## src/odp_pkg.sv

```systemverilog
// Package with register map, field layout, reset values and encodings for the output channel divider pair.
// Behaviour
// - Channel A polarity picks pin polarities: 00 pos/neg, 01 pos/pos, 10 neg/pos, 11 neg/neg; 00 at reset.
// - Each channel has a drive-boost bit selecting 3.5 mA LVDS drive when clear and 4.5 mA when set.
// - Each channel divider divides its input clock by the 10-bit programmed value plus one.
// - The 10-bit divide value sits as low eight bits in one register and upper two bits in bits 1:0 of the next.
// - After sync each divider starts after a 6-bit initial phase counted in half-periods of its input clock.
// - Both dividers run on the shared prescaler output clock and phase is measured against it.
// - Channel B config bit 7 selects the 3.3 V CMOS driver through ch_b_cmos33_en; the format field governs mode and pin enables either way.
// - Format codes: 000 off and tristate, 001 HSTL, 010 LVDS, 100 CMOS both, 101 CMOS P only, 110 CMOS N only.
// - Channel B polarity acts only in CMOS modes, with 00 pos/neg as default and 11 neg/neg.
// - A set sync-mask bit releases its divider from the static sync state and makes it ignore sync events.
// - Channel A format sits in bits 6:4 with the channel B encoding and resets to HSTL.
package odp_pkg;

  // ----------------------------------------
  // Register indices; byte address is four times the index.
  // ----------------------------------------
  localparam logic [11:0] ODP_IDX_SYNC_CTRL = 12'h426;
  localparam logic [11:0] ODP_IDX_A_CFG = 12'h427;
  localparam logic [11:0] ODP_IDX_A_DIV_LO = 12'h428;
  localparam logic [11:0] ODP_IDX_A_DIV_HI = 12'h429;
  localparam logic [11:0] ODP_IDX_A_PHASE = 12'h42a;
  localparam logic [11:0] ODP_IDX_B_CFG = 12'h42b;
  localparam logic [11:0] ODP_IDX_B_DIV_LO = 12'h42c;
  localparam logic [11:0] ODP_IDX_B_DIV_HI = 12'h42d;
  localparam logic [11:0] ODP_IDX_B_PHASE = 12'h42e;
  localparam logic [11:0] ODP_IDX_STATUS = 12'h42f;
  localparam int ODP_ADDR_W = 14;

  // ----------------------------------------
  // Field positions and reset values.
  // ----------------------------------------
  localparam int ODP_CFG_CMOS33_BIT = 7;
  localparam int ODP_CFG_FMT_HI = 6;
  localparam int ODP_CFG_FMT_LO = 4;
  localparam int ODP_CFG_POL_HI = 3;
  localparam int ODP_CFG_POL_LO = 2;
  localparam int ODP_CFG_BOOST_BIT = 1;
  localparam logic [7:0] ODP_A_CFG_RST = 8'h10;
  localparam logic [7:0] ODP_B_CFG_RST = 8'h00;
  localparam logic [7:0] ODP_A_CFG_MASK = 8'h7e;
  localparam logic [7:0] ODP_B_CFG_MASK = 8'hfe;
  localparam logic [7:0] ODP_DIV_HI_MASK = 8'h03;
  localparam logic [7:0] ODP_PHASE_MASK = 8'h3f;
  localparam logic [7:0] ODP_SYNC_MASK_MASK = 8'h03;
  localparam logic [7:0] ODP_REG_RST = 8'h00;

  // ----------------------------------------
  // Output formats, polarity codes and bus answers.
  // ----------------------------------------
  localparam logic [2:0] ODP_FMT_OFF = 3'h0;
  localparam logic [2:0] ODP_FMT_HSTL = 3'h1;
  localparam logic [2:0] ODP_FMT_LVDS = 3'h2;
  localparam logic [2:0] ODP_FMT_CMOS_PN = 3'h4;
  localparam logic [2:0] ODP_FMT_CMOS_P = 3'h5;
  localparam logic [2:0] ODP_FMT_CMOS_N = 3'h6;
  localparam logic [1:0] ODP_POL_PN = 2'h0;
  localparam logic [1:0] ODP_POL_PP = 2'h1;
  localparam logic [1:0] ODP_POL_NP = 2'h2;
  localparam logic [1:0] ODP_POL_NN = 2'h3;
  localparam logic [1:0] ODP_RESP_OKAY = 2'h0;
  localparam logic [1:0] ODP_RESP_SLVERR = 2'h2;

  typedef enum logic [1:0] {
    ODP_DIV_STATIC = 2'b00,
    ODP_DIV_DELAY = 2'b01,
    ODP_DIV_RUN = 2'b10
  } odp_div_state_e;

endpackage

```

## src/odp_chan_div.sv

```systemverilog
// One channel divider producing two half-period output samples per prescaler clock.
`timescale 1ns/1ps
module odp_chan_div
  import odp_pkg::*;
(
  input wire logic clk_sys,
  input wire logic sys_rst,
  input wire logic clk_en,
  input wire logic [9:0] div_val,
  input wire logic [5:0] phase_val,
  input wire logic sync_mask,
  input wire logic sync_pulse,
  output logic [1:0] half_out,
  output logic running,
  output logic delaying
);

  odp_div_state_e state_r, state_nxt;
  logic [11:0] half_r, half_nxt;
  logic [5:0] dly_r, dly_nxt;
  logic [1:0] out_r, out_nxt;
  logic [11:0] period_h;
  logic [11:0] high_h;

  assign high_h = {2'b00, div_val} + 12'h001;
  assign period_h = {high_h[10:0], 1'b0};

  // ----------------------------------------
  // Half-period stepping.
  // ----------------------------------------
  always_comb begin
    state_nxt = state_r;
    half_nxt = half_r;
    dly_nxt = dly_r;
    out_nxt = 2'b00;
    if (sync_mask) begin
      if (state_r == ODP_DIV_STATIC) begin
        state_nxt = ODP_DIV_RUN;
        half_nxt = 12'h000;
      end
    end else if (sync_pulse) begin
      half_nxt = 12'h000;
      dly_nxt = phase_val;
      state_nxt = (phase_val == 6'h00) ? ODP_DIV_RUN : ODP_DIV_DELAY;
    end
    // Bit 0 is the first half of the prescaler period, bit 1 the second.
    for (int i = 0; i < 2; i++) begin
      case (state_nxt)
        ODP_DIV_DELAY: begin
          out_nxt[i] = 1'b0;
          dly_nxt = dly_nxt - 6'h01;
          if (dly_nxt == 6'h00) begin
            state_nxt = ODP_DIV_RUN;
          end
        end
        ODP_DIV_RUN: begin
          out_nxt[i] = (half_nxt < high_h);
          // A ratio lowered mid-run wraps at once instead of counting through 4096 halves.
          half_nxt = (half_nxt + 12'h001 >= period_h) ? 12'h000 : half_nxt + 12'h001;
        end
        default: begin
          out_nxt[i] = 1'b0;
        end
      endcase
    end
  end

  always_ff @(posedge clk_sys or posedge sys_rst) begin
    if (sys_rst) begin
      state_r <= ODP_DIV_STATIC;
      half_r <= 12'h000;
      dly_r <= 6'h00;
      out_r <= 2'b00;
    end else if (clk_en) begin
      state_r <= state_nxt;
      half_r <= half_nxt;
      dly_r <= dly_nxt;
      out_r <= out_nxt;
    end
  end

  assign half_out = out_r;
  assign running = (state_r == ODP_DIV_RUN);
  assign delaying = (state_r == ODP_DIV_DELAY);

endmodule

```

## src/odp_output_pair.sv

```systemverilog
// Two output channels with dividers, pin formatting and an AXI4-Lite register slave.
//
// Implementation choice: register access over AXI4-Lite.
`timescale 1ns/1ps
module odp_output_pair
  import odp_pkg::*;
(
  input wire logic clk_sys,
  input wire logic sys_rst,
  input wire logic clk_en,
  input wire logic sync_event,
  input wire logic [13:0] s_axi_awaddr,
  input wire logic s_axi_awvalid,
  output logic s_axi_awready,
  input wire logic [31:0] s_axi_wdata,
  input wire logic [3:0] s_axi_wstrb,
  input wire logic s_axi_wvalid,
  output logic s_axi_wready,
  output logic [1:0] s_axi_bresp,
  output logic s_axi_bvalid,
  input wire logic s_axi_bready,
  input wire logic [13:0] s_axi_araddr,
  input wire logic s_axi_arvalid,
  output logic s_axi_arready,
  output logic [31:0] s_axi_rdata,
  output logic [1:0] s_axi_rresp,
  output logic s_axi_rvalid,
  input wire logic s_axi_rready,
  output logic [1:0] ch_a_pin_p,
  output logic [1:0] ch_a_pin_n,
  output logic ch_a_pin_p_oe_n,
  output logic ch_a_pin_n_oe_n,
  output logic [2:0] ch_a_mode_select,
  output logic ch_a_drive_boost,
  output logic [1:0] ch_b_pin_p,
  output logic [1:0] ch_b_pin_n,
  output logic ch_b_pin_p_oe_n,
  output logic ch_b_pin_n_oe_n,
  output logic [2:0] ch_b_mode_select,
  output logic ch_b_drive_boost,
  output logic ch_b_cmos33_en
);

  // ----------------------------------------
  // Register file state.
  // ----------------------------------------
  logic [7:0] cfg_r [2];
  logic [7:0] cfg_nxt [2];
  logic [7:0] div_lo_r [2];
  logic [7:0] div_lo_nxt [2];
  logic [7:0] div_hi_r [2];
  logic [7:0] div_hi_nxt [2];
  logic [7:0] phase_r [2];
  logic [7:0] phase_nxt [2];
  logic [7:0] sync_ctrl_r, sync_ctrl_nxt;

  // ----------------------------------------
  // Bus handshake state.
  // ----------------------------------------
  logic aw_held_r, aw_held_nxt;
  logic w_held_r, w_held_nxt;
  logic [11:0] aw_idx_r, aw_idx_nxt;
  logic [7:0] wbyte_r, wbyte_nxt;
  logic wlane_r, wlane_nxt;
  logic bvalid_r, bvalid_nxt;
  logic [1:0] bresp_r, bresp_nxt;
  logic rvalid_r, rvalid_nxt;
  logic [31:0] rdata_r, rdata_nxt;
  logic [1:0] rresp_r, rresp_nxt;

  logic [1:0] half_out [2];
  logic [1:0] div_run;
  logic [1:0] div_dly;

  function automatic logic idx_known(input logic [11:0] idx);
    idx_known = (idx >= ODP_IDX_SYNC_CTRL) && (idx <= ODP_IDX_STATUS);
  endfunction

  function automatic logic [7:0] read_reg(input logic [11:0] idx);
    case (idx)
      ODP_IDX_SYNC_CTRL: read_reg = sync_ctrl_r;
      ODP_IDX_A_CFG: read_reg = cfg_r[0];
      ODP_IDX_A_DIV_LO: read_reg = div_lo_r[0];
      ODP_IDX_A_DIV_HI: read_reg = div_hi_r[0];
      ODP_IDX_A_PHASE: read_reg = phase_r[0];
      ODP_IDX_B_CFG: read_reg = cfg_r[1];
      ODP_IDX_B_DIV_LO: read_reg = div_lo_r[1];
      ODP_IDX_B_DIV_HI: read_reg = div_hi_r[1];
      ODP_IDX_B_PHASE: read_reg = phase_r[1];
      ODP_IDX_STATUS: read_reg = {4'h0, div_dly, div_run};
      default: read_reg = 8'h00;
    endcase
  endfunction

  // ----------------------------------------
  // Bus slave next state.
  // ----------------------------------------
  always_comb begin
    aw_held_nxt = aw_held_r;
    w_held_nxt = w_held_r;
    aw_idx_nxt = aw_idx_r;
    wbyte_nxt = wbyte_r;
    wlane_nxt = wlane_r;
    bvalid_nxt = bvalid_r;
    bresp_nxt = bresp_r;
    rvalid_nxt = rvalid_r;
    rdata_nxt = rdata_r;
    rresp_nxt = rresp_r;
    sync_ctrl_nxt = sync_ctrl_r;
    for (int c = 0; c < 2; c++) begin
      cfg_nxt[c] = cfg_r[c];
      div_lo_nxt[c] = div_lo_r[c];
      div_hi_nxt[c] = div_hi_r[c];
      phase_nxt[c] = phase_r[c];
    end
    if (s_axi_awvalid && !aw_held_r) begin
      aw_held_nxt = 1'b1;
      aw_idx_nxt = s_axi_awaddr[13:2];
    end
    if (s_axi_wvalid && !w_held_r) begin
      w_held_nxt = 1'b1;
      wbyte_nxt = s_axi_wdata[7:0];
      wlane_nxt = s_axi_wstrb[0];
    end
    if (aw_held_r && w_held_r && !bvalid_r) begin
      aw_held_nxt = 1'b0;
      w_held_nxt = 1'b0;
      bvalid_nxt = 1'b1;
      bresp_nxt = idx_known(aw_idx_r) ? ODP_RESP_OKAY : ODP_RESP_SLVERR;
      if (wlane_r) begin
        case (aw_idx_r)
          ODP_IDX_SYNC_CTRL: sync_ctrl_nxt = wbyte_r & ODP_SYNC_MASK_MASK;
          ODP_IDX_A_CFG: cfg_nxt[0] = wbyte_r & ODP_A_CFG_MASK;
          ODP_IDX_A_DIV_LO: div_lo_nxt[0] = wbyte_r;
          ODP_IDX_A_DIV_HI: div_hi_nxt[0] = wbyte_r & ODP_DIV_HI_MASK;
          ODP_IDX_A_PHASE: phase_nxt[0] = wbyte_r & ODP_PHASE_MASK;
          ODP_IDX_B_CFG: cfg_nxt[1] = wbyte_r & ODP_B_CFG_MASK;
          ODP_IDX_B_DIV_LO: div_lo_nxt[1] = wbyte_r;
          ODP_IDX_B_DIV_HI: div_hi_nxt[1] = wbyte_r & ODP_DIV_HI_MASK;
          ODP_IDX_B_PHASE: phase_nxt[1] = wbyte_r & ODP_PHASE_MASK;
          default: begin
          end
        endcase
      end
    end
    if (bvalid_r && s_axi_bready) begin
      bvalid_nxt = 1'b0;
    end
    if (rvalid_r) begin
      if (s_axi_rready) begin
        rvalid_nxt = 1'b0;
      end
    end else if (s_axi_arvalid) begin
      rvalid_nxt = 1'b1;
      rdata_nxt = {24'h000000, read_reg(s_axi_araddr[13:2])};
      rresp_nxt = idx_known(s_axi_araddr[13:2]) ? ODP_RESP_OKAY : ODP_RESP_SLVERR;
    end
  end

  always_ff @(posedge clk_sys or posedge sys_rst) begin
    if (sys_rst) begin
      aw_held_r <= 1'b0;
      w_held_r <= 1'b0;
      aw_idx_r <= 12'h000;
      wbyte_r <= 8'h00;
      wlane_r <= 1'b0;
      bvalid_r <= 1'b0;
      bresp_r <= ODP_RESP_OKAY;
      rvalid_r <= 1'b0;
      rdata_r <= 32'h00000000;
      rresp_r <= ODP_RESP_OKAY;
      sync_ctrl_r <= ODP_REG_RST;
      cfg_r[0] <= ODP_A_CFG_RST;
      cfg_r[1] <= ODP_B_CFG_RST;
      for (int c = 0; c < 2; c++) begin
        div_lo_r[c] <= ODP_REG_RST;
        div_hi_r[c] <= ODP_REG_RST;
        phase_r[c] <= ODP_REG_RST;
      end
    end else if (clk_en) begin
      aw_held_r <= aw_held_nxt;
      w_held_r <= w_held_nxt;
      aw_idx_r <= aw_idx_nxt;
      wbyte_r <= wbyte_nxt;
      wlane_r <= wlane_nxt;
      bvalid_r <= bvalid_nxt;
      bresp_r <= bresp_nxt;
      rvalid_r <= rvalid_nxt;
      rdata_r <= rdata_nxt;
      rresp_r <= rresp_nxt;
      sync_ctrl_r <= sync_ctrl_nxt;
      for (int c = 0; c < 2; c++) begin
        cfg_r[c] <= cfg_nxt[c];
        div_lo_r[c] <= div_lo_nxt[c];
        div_hi_r[c] <= div_hi_nxt[c];
        phase_r[c] <= phase_nxt[c];
      end
    end
  end

  // A channel is held while its address or data is parked, which keeps one write in flight.
  assign s_axi_awready = !aw_held_r;
  assign s_axi_wready = !w_held_r;
  assign s_axi_bvalid = bvalid_r;
  assign s_axi_bresp = bresp_r;
  assign s_axi_arready = !rvalid_r;
  assign s_axi_rvalid = rvalid_r;
  assign s_axi_rdata = rdata_r;
  assign s_axi_rresp = rresp_r;

  // ----------------------------------------
  // Channels: divider and pin formatting.
  // ----------------------------------------
  logic [1:0] pin_p_r [2];
  logic [1:0] pin_p_nxt [2];
  logic [1:0] pin_n_r [2];
  logic [1:0] pin_n_nxt [2];
  logic [1:0] p_oe_n_r, p_oe_n_nxt;
  logic [1:0] n_oe_n_r, n_oe_n_nxt;

  genvar g;
  generate
    for (g = 0; g < 2; g++) begin : gen_chan
      logic [2:0] fmt;
      logic [1:0] pol;
      logic is_cmos;

      odp_chan_div u_div (
        .clk_sys(clk_sys),
        .sys_rst(sys_rst),
        .clk_en(clk_en),
        .div_val({div_hi_r[g][1:0], div_lo_r[g]}),
        .phase_val(phase_r[g][5:0]),
        .sync_mask(sync_ctrl_r[g]),
        .sync_pulse(sync_event),
        .half_out(half_out[g]),
        .running(div_run[g]),
        .delaying(div_dly[g])
      );

      assign fmt = cfg_r[g][ODP_CFG_FMT_HI:ODP_CFG_FMT_LO];
      assign is_cmos = fmt[2] && (fmt != 3'h7);
      // channel B polarity only in CMOS
      assign pol = (g == 1 && !is_cmos) ? ODP_POL_PN : cfg_r[g][ODP_CFG_POL_HI:ODP_CFG_POL_LO];

      always_comb begin
        case (pol)
          ODP_POL_PP: begin
            pin_p_nxt[g] = half_out[g];
            pin_n_nxt[g] = half_out[g];
          end
          ODP_POL_NP: begin
            pin_p_nxt[g] = ~half_out[g];
            pin_n_nxt[g] = half_out[g];
          end
          ODP_POL_NN: begin
            pin_p_nxt[g] = ~half_out[g];
            pin_n_nxt[g] = ~half_out[g];
          end
          default: begin
            pin_p_nxt[g] = half_out[g];
            pin_n_nxt[g] = ~half_out[g];
          end
        endcase
        case (fmt)
          ODP_FMT_HSTL, ODP_FMT_LVDS, ODP_FMT_CMOS_PN: begin
            p_oe_n_nxt[g] = 1'b0;
            n_oe_n_nxt[g] = 1'b0;
          end
          ODP_FMT_CMOS_P: begin
            p_oe_n_nxt[g] = 1'b0;
            n_oe_n_nxt[g] = 1'b1;
          end
          ODP_FMT_CMOS_N: begin
            p_oe_n_nxt[g] = 1'b1;
            n_oe_n_nxt[g] = 1'b0;
          end
          default: begin
            p_oe_n_nxt[g] = 1'b1;
            n_oe_n_nxt[g] = 1'b1;
          end
        endcase
      end

      always_ff @(posedge clk_sys or posedge sys_rst) begin
        if (sys_rst) begin
          pin_p_r[g] <= 2'b00;
          pin_n_r[g] <= 2'b00;
          p_oe_n_r[g] <= 1'b1;
          n_oe_n_r[g] <= 1'b1;
        end else if (clk_en) begin
          pin_p_r[g] <= pin_p_nxt[g];
          pin_n_r[g] <= pin_n_nxt[g];
          p_oe_n_r[g] <= p_oe_n_nxt[g];
          n_oe_n_r[g] <= n_oe_n_nxt[g];
        end
      end
    end
  endgenerate

  assign ch_a_pin_p = pin_p_r[0];
  assign ch_a_pin_n = pin_n_r[0];
  assign ch_a_pin_p_oe_n = p_oe_n_r[0];
  assign ch_a_pin_n_oe_n = n_oe_n_r[0];
  assign ch_a_mode_select = cfg_r[0][ODP_CFG_FMT_HI:ODP_CFG_FMT_LO];
  assign ch_a_drive_boost = cfg_r[0][ODP_CFG_BOOST_BIT];
  assign ch_b_drive_boost = cfg_r[1][ODP_CFG_BOOST_BIT];
  assign ch_b_pin_p = pin_p_r[1];
  assign ch_b_pin_n = pin_n_r[1];
  assign ch_b_pin_p_oe_n = p_oe_n_r[1];
  assign ch_b_pin_n_oe_n = n_oe_n_r[1];
  assign ch_b_mode_select = cfg_r[1][ODP_CFG_FMT_HI:ODP_CFG_FMT_LO];
  assign ch_b_cmos33_en = cfg_r[1][ODP_CFG_CMOS33_BIT];

endmodule

```

## config.mk

```make
export PLATFORM = sky130hd
export DESIGN_NAME = odp_output_pair
export DESIGN_NICKNAME = d
export VERILOG_FILES = /design/src/odp_pkg.sv /design/src/odp_chan_div.sv /design/src/odp_output_pair.sv
export SDC_FILE = /design/constraint.sdc
export NUM_CORES = 1
export LEC_CHECK = 0
export BUFFER_PORTS_ARGS = -buffer_cell sky130_fd_sc_hd__buf_2
export CAP_MARGIN = 20
export CORE_MARGIN = 5
export CORE_UTILIZATION = 26
export CTS_CLUSTER_DIAMETER = 50
export CTS_CLUSTER_SIZE = 12
export DETAILED_ROUTE_END_ITERATION = 16
export SKIP_LAST_GASP = 1
export SYNTH_ARGS = -nofsm -noshare
export SYNTH_HDL_FRONTEND = slang
export SYNTH_HIERARCHICAL = 1
export SYNTH_SLANG_ARGS = --single-unit
export TNS_END_PERCENT = 20
```

## constraint.sdc

```tcl
create_clock -name clk_sys -period 18.5 [get_ports clk_sys]
set_input_delay 3.7 -clock clk_sys [delete_from_list [all_inputs] [get_ports clk_sys]]
set_output_delay 3.7 -clock clk_sys [all_outputs]
set_load 0.01 [all_outputs]
```

==> key figures <==
Run status
  – Result of the run: completed

Worst hold path
  – Worst hold path type: register to register
  – Cell depth of the worst min-delay path: 2

Clock tree
  – Total clock sinks: 138
  – Clock tree from TritonCTS: yes
  – CTS-repair resized insts: 0
  – Hold buffer count at CTS: 0
  – H-Tree Depth: 4
  – Setup Buffers After CTS: 0
  – TritonCTS Buffers: 17
  – Post-CTS clock slew at the launch and capture registers of the worst setup and hold paths: approximately 0.060 ns
  – Clock insertion delay at the later pin of the skew report: between 0.4 and 0.5 ns
  – Root buffer cell: sky130_fd_sc_hd__clkbuf_16
  – Clock buffer depth: 2

Setup path
  – Startpoint class of the critical path: primary input
  – Arr. time, crit path: approximately 12 ns
  – Data required time of the worst path: 18.84 ns
  – CP peak stage delay: approximately 0.6 ns
  – Worst-path maximum fanout: 20
  – Worst-path cell with the longest stage delay: sky130_fd_sc_hd__nand2b_1
  – Nature of the critical path endpoint: register
  – Cell depth of the worst flop-to-flop path: 29
  – WS Path Type: primary input to register
  – Cell count along the critical path: 30
  – Kind of cell adding the most delay to the critical path: simple AND/OR/NAND/NOR gates
  – Worst path most repeated cell: sky130_fd_sc_hd__ha_1
  – Buf+Inv Stages, Crit Path: 4

Die
  – Core region area: between 40000 and 50000 um2
  – Chip Width: around 220 um
  – Y dimension of the die: roughly 220 um
  – Die Outline Area: about 50000 um2
  – Standard-cell rows: 78
  – Starting Density: between 20% and 30%
  – Number of I/O pins: 135

Run
  – Number of maximum-capacitance constraint violations: 0

Timing
  – Final min period: ~11 ns
  – Hold Fails Final Rpt: 0
  – Final Max Tran Viols: 0
  – Unrepaired setup endpoints after global routing: no
  – Tcrit/Tclk final: 61.87%
  – Sum of negative setup slack: 0 ns
  – Post-route worst setup slack: just over 7 ns
  – Finish-stage setup viols: 0
  – Rel. slew slack: between 30% and 40%
  – Max Clock Freq: 0.08737 GHz
  – Worst-Margin Slew: 0.9300 ns
  – Setup Skew: 0.008070 ns

Placed design
  – Port bufs: 77
  – Detail Placement HPWL: 26.96 mm
  – Placed cell count: 1944
  – Final estimated routing congestion in global placement: around 0.94
  – Worst setup timing slack at the placement stage: around 6.9 ns

Power
  – Total leakage power: just under 6 nW
  – Power density cells: 85.96 nW/um2
  – Peak supply drop: between 0.06 and 0.07 mV
  – Overall power: between 1 and 1.5 mW

Layout
  – Cell Count, Final, Fillers Out: around 2.0k
  – Most frequent standard cell in the layout excluding fill and tap cells: sky130_fd_sc_hd__dfrtp_1
  – Filler cells: between 4k and 5k
  – Total area of sequential cells: ~3500 um2
  – Synth-to-layout area growth: 12.28%
  – Net total in the final layout: ~1.5k
  – Utilization after layout: around 29%
  – Highest-count cells in the layout ignoring fill and taps: sky130_fd_sc_hd__dfrtp_1, sky130_fd_sc_hd__nor2_1, sky130_fd_sc_hd__ha_1
  – Share of layout cells above drive strength 1: 17.78%
  – Area occupied by multi-input gates: ~7800 um2

Global routing
  – First-pass GRT wire length: ~56 mm
  – Total GRT Usage: roughly 14%
  – Vias in the first global route: slightly above 10k
  – Pin count of the biggest net entering global routing: 56
  – Number of antenna violations at the first check in global routing: 3
  – Congestion Overflow GR: 0

Route
  – Antenna Violating Nets Remaining: 0
  – Avg Vias per Cell: between 5 and 6
  – Detailed-route DRC error count: 0
  – Final routed wirelength across all metal layers: ~35 mm
  – First-pass iteration count of the detailed router: 5
  – Detailed-route via count: around 10k
  – Count of routing violations after the opening detailed-route iteration: between 700 and 800
  – Average detailed-routed wire length per instance: 17.63 um

Yosys
  – Syn Std Cell Area: around 12000 um2
  – Sequential fraction of the synthesis area: a little under 30%
  – Post-synthesis cell count: 1317
  – Most instantiated flip-flop cell in the synthesis netlist: sky130_fd_sc_hd__dfrtp_1
  – Per-instance average area after synthesis: ~9.0 um2
  – Number of distinct standard cells referenced by the synthesized netlist: about 100
  – Fraction of registers with async set/reset: 100.0%
  – EDFF count, synth: 0
  – Warnings, synthesis: 6
  – Number of storage elements in the synthesis netlist: around 140
-- area by class of cell --
type	instances	share of cell area, %
clock inverters	12	1.046
inverters	57	1.630
multi-input cells	1063	58.41
diodes	1	0.01884
flip-flops and latches	138	26.05
clock buffers	20	3.439
repair buffers	88	3.750
well taps	600	5.653
-- Yosys cell counts, types with 6 or more instances --
| master | number | area [um2] |
|---|---|---|
| sky130_fd_sc_hd__a31oi_1 | 24 | 150.1 |
| sky130_fd_sc_hd__a22oi_1 | 9 | 67.56 |
| sky130_fd_sc_hd__or3_1 | 11 | 68.82 |
| sky130_fd_sc_hd__a211oi_1 | 10 | 75.07 |
| sky130_fd_sc_hd__o21ai_0 | 49 | 245.2 |
| sky130_fd_sc_hd__nand3b_1 | 8 | 60.06 |
| sky130_fd_sc_hd__nor3_1 | 24 | 120.1 |
| sky130_fd_sc_hd__or4_1 | 11 | 82.58 |
| sky130_fd_sc_hd__nor4_1 | 9 | 56.30 |
| sky130_fd_sc_hd__o22ai_1 | 6 | 37.54 |
| sky130_fd_sc_hd__and3_1 | 31 | 193.9 |
| sky130_fd_sc_hd__dfrtp_1 | 133 | 3328 |
| sky130_fd_sc_hd__and4_1 | 8 | 70.07 |
| sky130_fd_sc_hd__buf_4 | 36 | 270.3 |
| sky130_fd_sc_hd__a21oi_1 | 71 | 355.3 |
| sky130_fd_sc_hd__nand2b_1 | 8 | 50.05 |
| sky130_fd_sc_hd__o21a_1 | 7 | 52.55 |
| sky130_fd_sc_hd__and2_1 | 8 | 50.05 |
| sky130_fd_sc_hd__o211ai_1 | 8 | 60.06 |
| sky130_fd_sc_hd__ha_1 | 100 | 1251 |
| sky130_fd_sc_hd__a21boi_0 | 7 | 52.55 |
| sky130_fd_sc_hd__nand2_1 | 98 | 367.9 |
| sky130_fd_sc_hd__nor3_2 | 6 | 60.06 |
| sky130_fd_sc_hd__nand4_1 | 23 | 143.9 |
| sky130_fd_sc_hd__mux2_4 | 16 | 240.2 |
| sky130_fd_sc_hd__nor2_1 | 116 | 435.4 |
| sky130_fd_sc_hd__a221oi_1 | 6 | 52.55 |
| sky130_fd_sc_hd__buf_2 | 10 | 50.05 |
| sky130_fd_sc_hd__a22o_1 | 9 | 78.83 |
| sky130_fd_sc_hd__a21o_1 | 9 | 67.56 |
| sky130_fd_sc_hd__mux2_2 | 65 | 732.0 |
| sky130_fd_sc_hd__buf_1 | 6 | 22.52 |
| sky130_fd_sc_hd__xnor2_1 | 44 | 385.4 |
| sky130_fd_sc_hd__clkbuf_1 | 28 | 105.1 |
| sky130_fd_sc_hd__nand3_1 | 54 | 270.3 |
| sky130_fd_sc_hd__o31ai_1 | 7 | 52.55 |
| sky130_fd_sc_hd__inv_1 | 56 | 210.2 |
| sky130_fd_sc_hd__mux2i_1 | 16 | 160.2 |
| sky130_fd_sc_hd__nor2b_1 | 13 | 81.33 |
| sky130_fd_sc_hd__xor2_1 | 46 | 402.9 |
-- sequential cells by signal, summed over array words and instances (netlist names), 2 cells and up --
register	count
gen_chan.u_div/half_out	4
ch_a_pin_p	2
phase_r	12
sync_ctrl_r	2
ch_b_mode_select	3
s_axi_rdata	8
ch_b_pin_p	2
gen_chan.u_div/half_r	24
div_hi_r	4
ch_b_pin_n	2
ch_a_pin_n	2
div_lo_r	16
gen_chan.u_div/state_r	4
gen_chan.u_div/dly_r	12
ch_a_mode_select	3
aw_idx_r	12
cfg_r	4
wbyte_r	8
-- worst min-delay path, cell delays in order (launching register included) --
cell                      delay [ns]
sky130_fd_sc_hd__dfstp_2        0.37
sky130_fd_sc_hd__nor2_1         0.07
sky130_fd_sc_hd__a21oi_1        0.04
-- routing by layer --
| metal | global-route usage [%] | vias up | routed length, um |
|---|---|---|---|
| met5 | 0 | - | 27 |
| li1 | - | 4902 | - |
| met3 | 3.197 | 51 | 2219 |
| met2 | 21.17 | 373 | 15630 |
| met1 | 19.06 | 5063 | 16250 |
| met4 | 3.953 | 4 | 770 |
-- worst paths after layout --
kind	start	to	slack, ns
setup / recovery	sync_event	gen_chan[1].u_div/half_r[11]	7.05
hold / removal	ch_a_pin_n_oe_n	ch_a_pin_n_oe_n	0.49
setup reg to reg	sync_ctrl_r[1]	gen_chan[1].u_div/half_r[11]	9.87
hold reg to reg	ch_a_pin_n_oe_n	ch_a_pin_n_oe_n	0.49
max in group asynchronous	sys_rst	div_hi_r[8]	14.04
min in group asynchronous	sys_rst	gen_chan[1].u_div/dly_r[2]	3.36
-- metrics by stage --
stage               area [um2]  hold WS (ns)
finish                   13280        0.4871
global route             13280        0.5176
CTS                      13240        0.4875
detailed placement       12640        0.4762
global placement         12640        0.4759
floorplan                11920        0.4707
-- cell families (layout without fill, tap and decap cells) --
logic type	count (synthesis)	after routing	share of synthesized area, %
simple gates	465	465	20.90
other cells	1	27	0.03171
xor+xnor	90	90	6.665
flops	138	138	29.25
mux	99	99	9.880
fa+ha+maj	100	100	10.58
buf+inv	141	177	5.977
compound gates	283	283	16.71
-- power by group --
group	total (mW)	leakage, nW	internal [mW]	switching [mW]
combinational	0.374	3.76	0.155	0.219
sequential	0.419	1.75	0.350	0.0685
clock	0.349	0.280	0.207	0.142
No activity file was read; power rests on OpenSTA's default activity.
